File: src/rtl/ieg_pkg.sv
// Constants and types for the interrupt enable gating block.
// Assumes a single system clock and a synchronous, active-low reset.
package ieg_pkg;

  // ==========================================================
  // Register map (byte addresses on the Avalon-MM slave)
  localparam logic [7:0] OFS_ENABLE_LOW  = 8'ha8;
  localparam logic [7:0] OFS_ENABLE_HIGH = 8'he8;
  localparam logic [7:0] OFS_BIT_ACCESS  = 8'h04;
  localparam logic [7:0] OFS_STATUS      = 8'h08;

  // ==========================================================
  // Reset values and implemented bits
  localparam logic [7:0] LOW_RESET        = 8'h00;
  localparam logic [7:0] HIGH_RESET       = 8'h00;
  localparam logic [7:0] HIGH_IMPL_MASK   = 8'h07;
  localparam logic [7:0] READ_ZERO_BYTE   = 8'h00;
  localparam logic [31:0] READ_ZERO_WORD  = 32'h0000_0000;

  // ==========================================================
  // Field positions of the low enable register
  localparam int GLOBAL_BIT   = 7;
  localparam int COUNTER_BIT  = 6;
  localparam int TIMER2_BIT   = 5;
  localparam int SERIAL_BIT   = 4;
  localparam int TIMER1_BIT   = 3;
  localparam int EXT1_BIT     = 2;
  localparam int TIMER0_BIT   = 1;
  localparam int EXT0_BIT     = 0;
  // Field positions of the high enable register
  localparam int OVERRUN_BIT  = 2;
  localparam int CONVERT_BIT  = 1;
  localparam int CAN_BIT      = 0;

  // ==========================================================
  // Source vector: [6:0] follow the low register, [9:7] the high
  localparam int NUM_SRC      = 10;
  localparam int LOW_SRC      = 7;
  localparam int SRC_OVERRUN  = 9;
  localparam int SRC_CONVERT  = 8;
  localparam int SRC_CAN      = 7;

  // ==========================================================
  // Bit access register fields
  localparam int BITOP_IDX_LSB = 0;
  localparam int BITOP_IDX_MSB = 2;
  localparam int BITOP_VAL_BIT = 3;
  localparam int BITOP_SEL_BIT = 4;
  // Status register fields
  localparam int STAT_REQ_LSB  = 0;
  localparam int STAT_PEND_LSB = 16;

  // ==========================================================
  // Bus carrier and slave states
  typedef struct packed {
    logic [7:0]  address;
    logic        read;
    logic        write;
    logic [31:0] writedata;
    logic [3:0]  byteenable;
  } ieg_bus_req_t;

  typedef enum logic [1:0] {
    BUS_IDLE = 2'b01,
    BUS_ACK  = 2'b10
  } ieg_bus_state_t;

endpackage : ieg_pkg

File: src/rtl/ieg_gate.sv
// Per-source AND gating of pending flags with enables.
// Assumes pending flags come from logic on the same clock.
`timescale 1ns/1ps
module ieg_gate (
  input  wire logic                       clock_in,
  input  wire logic                       rst_n_in,
  input  wire logic                       global_en_in,
  input  wire logic [ieg_pkg::NUM_SRC-1:0] source_en_in,
  input  wire logic [ieg_pkg::NUM_SRC-1:0] pending_in,
  output logic      [ieg_pkg::NUM_SRC-1:0] request_out
);

  // ==========================================================
  // Gating
  // Kept combinational so a request follows its flag in-cycle
  genvar g;
  generate
    for (g = 0; g < ieg_pkg::NUM_SRC; g++) begin : g_src
      always_comb begin
        request_out[g] = pending_in[g] & source_en_in[g]
                         & global_en_in;
      end
    end
  endgenerate
endmodule : ieg_gate

File: src/rtl/ieg_avs.sv
// Avalon-MM slave handshake: one wait cycle per access.
// Assumes the master holds its request until waitrequest is low.
`timescale 1ns/1ps
module ieg_avs (
  input  wire logic                  clock_in,
  input  wire logic                  rst_n_in,
  input  wire ieg_pkg::ieg_bus_req_t bus_in,
  output logic                       waitrequest_out,
  output logic                       accept_out
);

  // ==========================================================
  // Handshake state
  ieg_pkg::ieg_bus_state_t state;
  ieg_pkg::ieg_bus_state_t next_state;
  logic                    active;

  always_comb begin
    active = bus_in.read | bus_in.write;
    case (state)
      ieg_pkg::BUS_IDLE: begin
        next_state = active ? ieg_pkg::BUS_ACK : ieg_pkg::BUS_IDLE;
      end
      ieg_pkg::BUS_ACK: begin
        next_state = ieg_pkg::BUS_IDLE;
      end
      default: begin
        next_state = ieg_pkg::BUS_IDLE;
      end
    endcase
  end

  always_ff @(posedge clock_in) begin
    if (!rst_n_in) begin
      state <= ieg_pkg::BUS_IDLE;
    end else begin
      state <= next_state;
    end
  end

  // Wait cycle gives read data a flop stage before it is taken
  always_comb begin
    waitrequest_out = active & (state != ieg_pkg::BUS_ACK);
    accept_out      = active & (state == ieg_pkg::BUS_ACK);
  end
endmodule : ieg_avs

File: src/rtl/ieg_top.sv
// Interrupt enable gating: two enable registers over Avalon-MM
// and the gating of ten pending sources toward the CPU.
// Assumes pending flags and the bus run on clock_in; no crossing.
//
// Contract
// - Global enable clear masks every source
// - Global enable set defers to each enable
// - Low bit 6 enables counter array
// - Low bit 5 enables timer 2 overflow
// - Low bit 4 enables serial port
// - Low bit 3 enables timer 1 overflow
// - Low bit 2 enables external interrupt 1
// - Low bit 1 enables timer 0 overflow
// - Low bit 0 enables external interrupt 0
// - High bit 2 enables timer overrun
// - High bit 1 enables analog converter
// - High bit 0 enables CAN controller
// - High bits 7..3 reserved, never written ones
// - Low register resets zero, bit writable
// - High implemented bits reset zero, bit writable
//
// Register access over Avalon-MM was left to the implementer.
`timescale 1ns/1ps
module ieg_top (
  input  wire logic        clock_in,
  input  wire logic        rst_n_in,
  input  wire logic [7:0]  avs_address_in,
  input  wire logic        avs_read_in,
  input  wire logic        avs_write_in,
  input  wire logic [31:0] avs_writedata_in,
  input  wire logic [3:0]  avs_byteenable_in,
  output logic      [31:0] avs_readdata_out,
  output logic             avs_waitrequest_out,
  input  wire logic [9:0]  src_pending_in,
  output logic      [9:0]  irq_request_out
);

  // ==========================================================
  // Bus front end
  ieg_pkg::ieg_bus_req_t bus;
  logic                  accept;

  always_comb begin
    bus.address    = avs_address_in;
    bus.read       = avs_read_in;
    bus.write      = avs_write_in;
    bus.writedata  = avs_writedata_in;
    bus.byteenable = avs_byteenable_in;
  end

  ieg_avs u_avs (
    .clock_in        (clock_in),
    .rst_n_in        (rst_n_in),
    .bus_in          (bus),
    .waitrequest_out (avs_waitrequest_out),
    .accept_out      (accept)
  );

  // ==========================================================
  // Single-bit update shared by both registers
  function automatic logic [7:0] apply_bit(
    input logic [7:0] value,
    input logic [2:0] index,
    input logic       level
  );
    logic [7:0] result;
    result        = value;
    result[index] = level;
    return result;
  endfunction : apply_bit

  // ==========================================================
  // Enable registers
  logic [7:0] interrupt_enable_low;
  logic [7:0] interrupt_enable_high;
  logic [7:0] next_interrupt_enable_low;
  logic [7:0] next_interrupt_enable_high;
  logic       write_take;
  logic       lane0;
  logic [2:0] bit_index;
  logic       bit_level;
  logic       bit_high_sel;

  always_comb begin
    write_take   = accept & bus.write;
    lane0        = bus.byteenable[0];
    bit_index    = bus.writedata[ieg_pkg::BITOP_IDX_MSB:
                                 ieg_pkg::BITOP_IDX_LSB];
    bit_level    = bus.writedata[ieg_pkg::BITOP_VAL_BIT];
    bit_high_sel = bus.writedata[ieg_pkg::BITOP_SEL_BIT];
    next_interrupt_enable_low  = interrupt_enable_low;
    next_interrupt_enable_high = interrupt_enable_high;
    if (write_take && lane0) begin
      case (bus.address)
        ieg_pkg::OFS_ENABLE_LOW: begin
          next_interrupt_enable_low = bus.writedata[7:0];
        end
        ieg_pkg::OFS_ENABLE_HIGH: begin
          // Reserved bits dropped so they never hold ones
          next_interrupt_enable_high = bus.writedata[7:0]
            & ieg_pkg::HIGH_IMPL_MASK;
        end
        ieg_pkg::OFS_BIT_ACCESS: begin
          if (bit_high_sel) begin
            next_interrupt_enable_high = apply_bit(
              interrupt_enable_high, bit_index, bit_level)
              & ieg_pkg::HIGH_IMPL_MASK;
          end else begin
            next_interrupt_enable_low = apply_bit(
              interrupt_enable_low, bit_index,
              bit_level);
          end
        end
        default: begin
          // Unmapped writes are ignored
          next_interrupt_enable_low  = interrupt_enable_low;
        end
      endcase
    end
  end

  always_ff @(posedge clock_in) begin
    if (!rst_n_in) begin
      interrupt_enable_low  <= ieg_pkg::LOW_RESET;
      interrupt_enable_high <= ieg_pkg::HIGH_RESET;
    end else begin
      interrupt_enable_low  <= next_interrupt_enable_low;
      interrupt_enable_high <= next_interrupt_enable_high;
    end
  end

  // ==========================================================
  // Named enable fields
  logic global_irq_enable;
  logic counter_array_irq_enable;
  logic timer2_overflow_irq_enable;
  logic serial_port_irq_enable;
  logic timer1_overflow_irq_enable;
  logic external1_irq_enable;
  logic timer0_overflow_irq_enable;
  logic external0_irq_enable;
  logic timer_overrun_irq_enable;
  logic converter_irq_enable;
  logic can_irq_enable;
  logic [ieg_pkg::NUM_SRC-1:0] source_enable;

  always_comb begin
    global_irq_enable          =
      interrupt_enable_low[ieg_pkg::GLOBAL_BIT];
    counter_array_irq_enable   =
      interrupt_enable_low[ieg_pkg::COUNTER_BIT];
    timer2_overflow_irq_enable =
      interrupt_enable_low[ieg_pkg::TIMER2_BIT];
    serial_port_irq_enable     =
      interrupt_enable_low[ieg_pkg::SERIAL_BIT];
    timer1_overflow_irq_enable =
      interrupt_enable_low[ieg_pkg::TIMER1_BIT];
    external1_irq_enable       =
      interrupt_enable_low[ieg_pkg::EXT1_BIT];
    timer0_overflow_irq_enable =
      interrupt_enable_low[ieg_pkg::TIMER0_BIT];
    external0_irq_enable       =
      interrupt_enable_low[ieg_pkg::EXT0_BIT];
    timer_overrun_irq_enable   =
      interrupt_enable_high[ieg_pkg::OVERRUN_BIT];
    converter_irq_enable       =
      interrupt_enable_high[ieg_pkg::CONVERT_BIT];
    can_irq_enable             =
      interrupt_enable_high[ieg_pkg::CAN_BIT];
    source_enable = {timer_overrun_irq_enable,
                     converter_irq_enable,
                     can_irq_enable,
                     counter_array_irq_enable,
                     timer2_overflow_irq_enable,
                     serial_port_irq_enable,
                     timer1_overflow_irq_enable,
                     external1_irq_enable,
                     timer0_overflow_irq_enable,
                     external0_irq_enable};
  end

  // ==========================================================
  // Gating toward the CPU
  ieg_gate u_gate (
    .clock_in     (clock_in),
    .rst_n_in     (rst_n_in),
    .global_en_in (global_irq_enable),
    .source_en_in (source_enable),
    .pending_in   (src_pending_in),
    .request_out  (irq_request_out)
  );

  // ==========================================================
  // Read data
  logic [31:0] next_readdata;

  always_comb begin
    next_readdata = ieg_pkg::READ_ZERO_WORD;
    case (bus.address)
      ieg_pkg::OFS_ENABLE_LOW: begin
        next_readdata[7:0] = interrupt_enable_low;
      end
      ieg_pkg::OFS_ENABLE_HIGH: begin
        // Reserved bits read as zero
        next_readdata[7:0] = interrupt_enable_high
                             & ieg_pkg::HIGH_IMPL_MASK;
      end
      ieg_pkg::OFS_STATUS: begin
        next_readdata[ieg_pkg::STAT_REQ_LSB +: ieg_pkg::NUM_SRC] =
          irq_request_out;
        next_readdata[ieg_pkg::STAT_PEND_LSB +: ieg_pkg::NUM_SRC] =
          src_pending_in;
      end
      default: begin
        next_readdata[7:0] = ieg_pkg::READ_ZERO_BYTE;
      end
    endcase
  end

  always_ff @(posedge clock_in) begin
    if (!rst_n_in) begin
      avs_readdata_out <= ieg_pkg::READ_ZERO_WORD;
    end else begin
      avs_readdata_out <= next_readdata;
    end
  end
endmodule : ieg_top

File: config.mk
export PLATFORM = sky130hd
export DESIGN_NAME = ieg_top
export DESIGN_NICKNAME = d
export VERILOG_FILES = /design/src/rtl/ieg_pkg.sv /design/src/rtl/ieg_gate.sv /design/src/rtl/ieg_avs.sv /design/src/rtl/ieg_top.sv
export SDC_FILE = /design/constraint.sdc
export NUM_CORES = 1
export LEC_CHECK = 0
export BUFFER_PORTS_ARGS = -buffer_cell sky130_fd_sc_hd__buf_4
export CAP_MARGIN = 5
export CORE_MARGIN = 1.5
export CORE_UTILIZATION = 46
export DETAILED_ROUTE_END_ITERATION = 10
export PLACE_DENSITY = 0.83
export SKIP_CTS_REPAIR_TIMING = 1
export SLEW_MARGIN = 25
export SYNTH_ARGS = -nofsm -noshare
export SYNTH_HDL_FRONTEND = slang
export SYNTH_HIERARCHICAL = 1
export SYNTH_SLANG_ARGS = --single-unit
File: constraint.sdc
create_clock -name clock_in -period 4.6 [get_ports clock_in]
set_input_delay 0.92 -clock clock_in [delete_from_list [all_inputs] [get_ports clock_in]]
set_output_delay 0.92 -clock clock_in [all_outputs]
set_load 0.01 [all_outputs]
* Yosys cells after proc, flatten, opt, wreduce, memory -nomap -nowiden
Cells that the tools add are included.
** Word-level totals
- Register bits :: 50
- Output and inout port bits :: 43
- Word-level logic and storage cells :: 59
** Operators by class
- Bitwise logic cells :: 24
- $lt $le $gt $ge :: 2
- Muxes and demuxes :: 10
- Equality and inequality tests :: 9
- Reductions and logical operators :: 8
** Operators by type and width (number)
- one-hot mux 8 bit (2 select lines) :: 2
- one-hot mux 8 bit (3 select lines) :: 1
- bitwise AND 1 bit :: 23
- bitwise mux 8 bit :: 2
- equality test 8 bit, second input constant :: 2
- 2-to-1 mux 8 bit :: 2
- equality test 8 x 3 -> 1 bit, second input constant :: 1
- equality test 8 x 4 -> 1 bit, second input constant :: 1
- != test 2 bit, second input constant :: 3
- AND reduction 3 bit :: 2
- less-than comparator 3 x 4 -> 1 bit, second input constant :: 1
- AND reduction 2 bit :: 2
- nonzero test 2 bit :: 2
- demux 1 bit (select 3 bit) :: 1
- greater-or-equal comparator 3 x 1 -> 1 bit, second input constant :: 1
- equality test 2 x 1 -> 1 bit, second input constant :: 1
- equality test 2 bit, second input constant :: 1
- logical AND 1 bit :: 2
- 2-to-1 mux 2 bit :: 1
- 2-to-1 mux 1 bit :: 1
- bitwise OR 1 bit :: 1

* Longest topological paths before layout
Gate-level depths: netlist of the first run.
- Depth after elaboration :: 7
- Gate-level depth with buffers :: 7
- Gate-level depth less buffers :: 5

* Cells and area by module
Netlist of the first run, hierarchy kept.
** By module, submodules not included
- ieg_top :: area each 1475.2 µm², sequential area each 620.6 µm², instances 1, cells each 159
- ieg_avs :: area each 75.1 µm², sequential area each 40.0 µm², instances 1, cells each 9
- ieg_gate :: area each 62.6 µm², sequential area each 0.0 µm², instances 1, cells each 10

* Worst setup path after synthesis of the first run
Ideal clock, no wire load.
- Path type :: input port to flip-flop
- Start point :: in avs_address_in[6]
- End point :: reg interrupt_enable_low[7]
- Setup time :: 0.119 ns
- Stages on the path :: 7
- Path slack :: 1.908 ns
- Arrival :: 2.573 ns
- Cell sequence :: buf_2 > or4_1 > buf_2 > or3_1 > buf_2 > a21o_1 > o221a_1
** Between the ends
- Cells in the longest elaborated chain, start to end :: 3
- Elaborated cells on any way between the ends :: 6
** Ends and longest elaborated chain
- start: declaration :: RTL line ieg_top.sv:27 : input wire logic [7:0] avs_address_in,
- equality test 8 x 3 -> 1 bit / equality test 8 bit (equally long branches) :: RTL line ieg_top.sv:94 : case (bus.address)
- != test 2 bit (no source line) / nonzero test 2 bit (equally long branches)
- AND reduction 3 bit (no source line)
- end signal: assignment :: RTL line ieg_top.sv:124 : interrupt_enable_low <= ieg_pkg::LOW_RESET;
- end signal: assignment :: RTL line ieg_top.sv:127 : interrupt_enable_low <= next_interrupt_enable_low;
- end: declaration :: RTL line ieg_top.sv:74 : logic [7:0] interrupt_enable_low;
Several ways; a longest one is shown, not always the timed one.
A chain may end at the register's enable or synchronous reset.

* Worst setup path in the final report of the first run
- Start point :: in avs_address_in[1]
- End point :: reg interrupt_enable_low[5]
Same word-level chain as after synthesis.

==> run_results.csv, run 1 <==
group,metric,value,unit
clock_network,cts_buffer_depth,2,
routing,vias,1526,
hold_path,hp-class,"flip-flop to flip-flop",
critical_path,reg2reg_setup_slack,2.87,ns
placement,place_hpwl,2667,microns
yosys,synthesis.area,1613,sq um
placement,port_buffers,61,
floorplanning,die_area,3870,sq um
sta,fin_crit,2.634,ns
job,drv_cap,0,
clock_network,clkSinkCount,33,
routing,ant_nets,0,
yosys,synthCells,178,
critical_path,path_delay_family,"simple AND/OR/NAND/NOR gates",
floorplanning,initial_core_util,48.33,%
critical_path,arrival,2.86,ns
sta,fmax,379.6,MHz
yosys,seq_area_frac_synth,40.96,%
sta,rsz0062_at_grt,"no",
critical_path,worst_setup_path_end_kind,"flip-flop",
cells_and_area,final_common_cell,"buf_4",
yosys,synth_cell_types,33,
floorplanning,die_w,62.21,microns
critical_path,crit_path_top_delay_cell,"or4_1",
critical_path,cp_num_buf_inv,1,
clock_network,cts_tree,"built",
global_routing,grt_pass1_vias,1295,
power_and_ir_drop,p_leak,0.9309,nW
sta,slew_viol_final,0,
clock_network,h-tree-depth,2,
status,status,"completed",
global_routing,grt_util_met1,23.72,%
sta,hold_viol,0,
floorplanning,dieHeight,62.21,microns
critical_path,slowest_delay,0.67,ns
cells_and_area,fin_util,63.22,%
placement,gp_congestion,0.8120,
sta,min_period_over_period,57.26,%
global_routing,overflow,0,
cells_and_area,area_growth,30.80,%
global_routing,grt_busiest_layer,"met2",
cells_and_area,final_nets,293,
critical_path,setup.worst_path.start_class,"input pin",
critical_path,cp_cell_sequence,"buf_4, or4b_4, or4_1, a21o_1, o221a_1",
cells_and_area,layout_common_cells,"buf_4, dfxtp_1, and3_1",
cells_and_area,n_antenna_cell,0,
routing,drt_iter0_markers,92,
yosys,ys_seq_elements,33,
power_and_ir_drop,ir_drop,0.0001043,V
routing,routed_wl,3595,microns
global_routing,grt.total_usage,19.03,%
sta,tightest_slew,1.044,ns
critical_path,crit_required,4.83,ns
global_routing,antenna_found_initial,0,
global_routing,use_met2,30.57,%
cells_and_area,layout-drive-gt1-share,33.05,%
cells_and_area,final-instance-count-excl-fill,282,
sta,setup_viol,0,
power_and_ir_drop,powerDensity,247.4,nW/um^2
floorplanning,core-area,3337,sq um
clock_network,cts_buffers,5,
global_routing,met3_usage,5.616,%
global_routing,grt_pass1_wl,5927,microns
yosys,avgSynthCellArea,9.061,sq um
floorplanning,io_pins,101,
routing,viasPerCell,5.411,
cells_and_area,fill_cells,277,
clock_network,cts_root_buffer,"clkbuf_4",
placement,dp_cells,274,
sta,slew_headroom,29.78,%
critical_path,path_class,"input pin to flip-flop",
cells_and_area,multi_input_area,855.8,sq um
routing,wl_per_cell,12.75,microns
critical_path,cp_max_fo,9,
clock_network,clk_pin_slew,0.09,ns
routing,drc,0,
clock_network,clk_latency,0.33,ns
global_routing,grt_max_degree,27,
sta,clock_skew,0.01079,ns
sta,fin_tns_setup,0,ns
floorplanning,num_rows,21,
routing,dr.pass1.iters,4,
yosys,ys_warn_count,6,
cells_and_area,ff_latch_area,660.6,sq um
state kept, by name, summed over array words and instances (netlist names):
name and count:
avs_readdata_out 20, interrupt_enable_low 8, interrupt_enable_high 3, u_avs/state 2
layer usage:
layer  share of wire [%]  up-vias  wire (microns)
li1                    -      777               -
met1                  46      672            1649
met2                  44       70            1588
met3                 8.1        7             292
met4                 1.8        0              64
met5                   0        -               0
where the power goes:
group	total [mW]	switching, mW	leakage (nW)	internal [mW]
sequential	0.289	0.00160	0.266	0.287
clock	0.180	0.0912	0.0413	0.0885
combinational	0.0534	0.0287	0.623	0.0247
total	0.522	0.122	0.931	0.400
worst paths after layout:
path                           start                      end  depth (start not counted)
max                avs_address_in[1]  interrupt_enable_low[5]                          5
min          interrupt_enable_low[3]  interrupt_enable_low[3]                          2
max reg2reg           u_avs/state[1]  interrupt_enable_low[5]                          4
min reg2reg  interrupt_enable_low[3]  interrupt_enable_low[3]                          2
Yosys cell counts (all sizes together):
library cell	number	area, sq um
clkbuf	6	22.52
and3	22	137.6
mux2i	1	10.01
o21ai	1	5.000
conb	1	3.750
nor2b	3	18.77
nand2	10	37.54
nor3	3	15.01
mux2	3	33.78
inv	2	7.510
or3	4	25.02
a21oi	5	25.02
nor3b	1	7.510
nand3	5	25.02
nor4b	1	8.760
or4	2	15.01
a211oi	10	75.07
dfxtp	33	660.6
o221a	10	112.6
a221oi	5	50.04
or4b	2	23.77
a41oi	1	8.760
a21o	3	22.52
a31oi	3	18.77
a22oi	8	60.06
buf	16	110.1
nor2	14	52.55
o21bai	1	7.510
nor4	2	12.51
worst reg2reg max path, delay by kind of cell, from the launching register on:
kind,cells,cell delay (ns)
flops,1,0.39
compound gates,2,0.66
simple gates,2,0.57
cell families (layout without fill, tap and decap cells):
group | after synthesis | after routing | share of synthesized area [%]
flops | 33 | 33 | 40.96
buf+inv | 24 | 71 | 8.689
compound gates | 47 | 47 | 23.89
simple gates | 69 | 69 | 23.51
other cells | 1 | 12 | 0.2325
mux | 4 | 4 | 2.715
layout make-up:
type,instances,share of cell area [%]
multi-input cells,132,40.57
clock inverters,1,0.2372
flip-flops and latches,33,31.32
well taps,46,2.728
clock buffers,7,3.084
inverters,2,0.3559
repair buffers,61,21.71
metrics by stage:
stage / setup slack, ns / area, sq um / power [mW] / hold WS (ns)
after floorplan: 1.908 / 1654 / 0.3253 / 0.4277
after global placement: 1.639 / 2037 / 0.3472 / 0.4517
after detailed placement: 1.636 / 2037 / 0.3479 / 0.4564
after CTS: 1.997 / 2107 / 0.5240 / 0.4742
after global routing: 1.947 / 2110 / 0.5493 / 0.5014
final: 1.966 / 2110 / 0.5220 / 0.4706
Power figures use the tool's default switching activity.
==> run 2: changes to the inputs <==
- CORE_UTILIZATION: 46 -> 42
- PLACE_DENSITY: 0.83 -> 0.77
- clock period: 4.6 -> 2.7 ns (I/O delays scaled with it)
==> run 2 against run 1 <==
Count of clock-buffer cells in the layout did not move. Total power rose by 100%. Register-to-register slack got worse by 1.9 ns. Via count rose by 2.2%. Core utilization fell by 3.1 points. Sequential power rose by 70%. Clock skew fell by 0.0035 ns. Die area rose by 9.1%. Routed wire length rose by 6.3%. Flip-flop and latch count did not move. Global-route usage fell by 0.11 points. Largest cell class unchanged.
==> run_results.csv, run 2 (synthesis results as in run 1) <==
group,metric,value,unit
cells_and_area,final_nets,299,
sta,slew_headroom,66.36,%
cells_and_area,ff_latch_area,660.6,sq um
sta,tightest_slew,0.5032,ns
sta,min_period_over_period,86.54,%
routing,wl_per_cell,13.17,microns
power_and_ir_drop,ir_drop,0.0001980,V
routing,vias,1560,
global_routing,grt_max_degree,27,
cells_and_area,layout_common_cells,"buf_4, dfxtp_1, and3_1",
critical_path,arrival,2.51,ns
sta,setup_ws,0.3633,ns
placement,gp_congestion,0.7675,
floorplanning,die_area,4220,sq um
hold_path,hp-class,"flip-flop to flip-flop",
placement,place_hpwl,2885,microns
floorplanning,initial_core_util,44.05,%
cells_and_area,n_antenna_cell,0,
critical_path,path_class,"input pin to flip-flop",
global_routing,grt_pass1_wl,6196,microns
cells_and_area,final_common_cell,"buf_4",
sta,hold_viol,0,
status,status,"completed",
sta,slew_viol_final,0,
cells_and_area,reg.largest.list,"avs_readdata_out x20, interrupt_enable_low x8, interrupt_enable_high x3",
routing,drt_iter0_markers,113,
critical_path,worst_setup_path_end_kind,"flip-flop",
global_routing,overflow,0,
power_and_ir_drop,powerDensity,476.8,nW/um^2
job,drv_cap,0,
power_and_ir_drop,totalPowerFinal,1.049,mW
global_routing,grt_pass1_vias,1334,
placement,port_buffers,61,
clock_network,clk_latency,0.28,ns
cells_and_area,multi_input_area,853.3,sq um
floorplanning,core-area,3661,sq um
routing,dr.pass1.iters,5,
critical_path,cp_max_fo,9,
routing,drc,0,
floorplanning,dieHeight,64.97,microns
global_routing,antenna_found_initial,0,
sta,clock_skew,0.007284,ns
power_and_ir_drop,p_leak,0.9795,nW
clock_network,clkSinkCount,33,
clock_network,clk_pin_slew,0.07,ns
clock_network,cts_root_buffer,"clkbuf_8",
cells_and_area,area_growth,36.46,%
routing,ant_nets,0,
clock_network,h-tree-depth,2,
sta,rsz0062_at_grt,"no",
routing,routed_wl,3820,microns
sta,setup_viol,0,
sta,fmax,428.0,MHz
cells_and_area,fill_cells,347,
critical_path,crit_required,2.87,ns
cells_and_area,largest_reg_flops,20,
sta,fin_tns_setup,0,ns
cells_and_area,top_register,"avs_readdata_out",
clock_network,cts_tree,"built",
clock_network,cts_buffer_depth,2,
routing,viasPerCell,5.379,
global_routing,grt.total_usage,18.92,%
floorplanning,io_pins,101,
cells_and_area,layout-drive-gt1-share,33.88,%
floorplanning,num_rows,22,
sta,fin_crit,2.337,ns
floorplanning,die_w,64.97,microns
clock_network,cts_buffers,5,
critical_path,setup.worst_path.start_class,"input pin",
placement,preCtsSetupSlack,0.07872,ns
## run 2: worst max-delay path: stages
cell and delay [ns]:
buf_4 0.11, or4b_4 0.58, or4_1 0.68, a21o_1 0.31, o221a_1 0.28
## run 2: per-stage QoR
stage	hold slack [ns]	util (%)	instances	area [sq um]
final	0.4685	60.12	290	2201
after global routing	0.4922	60.12	290	2201
after CTS	0.4668	60.12	290	2201
after detailed placement	0.4563	56.94	282	2085
after global placement	0.4429	56.94	282	2085
after floorplan	0.4277	-	189	1654
## run 2: area by class of cell
class | instances | area share, %
multi-input cells | 132 | 38.77
clock inverters | 1 | 1.364
flip-flops and latches | 33 | 30.02
well taps | 48 | 2.729
repair buffers | 67 | 22.85
clock buffers | 7 | 3.923
inverters | 2 | 0.3411
## run 2: routing by layer
metal | GRT usage (%) | up-vias | share of wire (%)
li1 | - | 782 | -
met1 | 24.70 | 699 | 45
met2 | 30.54 | 74 | 45
met3 | 2.951 | 5 | 7.6
met4 | 8.777 | 0 | 1.7
met5 | 0 | - | 0
## run 2: worst paths after layout
| path | startpoint | end | slack (ns) | depth (start not counted) |
|---|---|---|---|---|
| worst max register to register | u_avs/state[1] | interrupt_enable_low[6] | 0.98 | 4 |
| worst min-delay path | u_avs/state[1] | u_avs/state[1] | 0.47 | 1 |
| worst min register to register | u_avs/state[1] | u_avs/state[1] | 0.47 | 1 |
| worst max-delay path | avs_address_in[1] | interrupt_enable_low[6] | 0.36 | 5 |
## run 2: report_power, final
group	switching, mW	internal, mW	total (mW)	leakage [nW]
Combinational	0.0494	0.0437	0.0931	0.655
Clock	0.164	0.300	0.464	0.0585
Sequential	0.00227	0.490	0.492	0.266
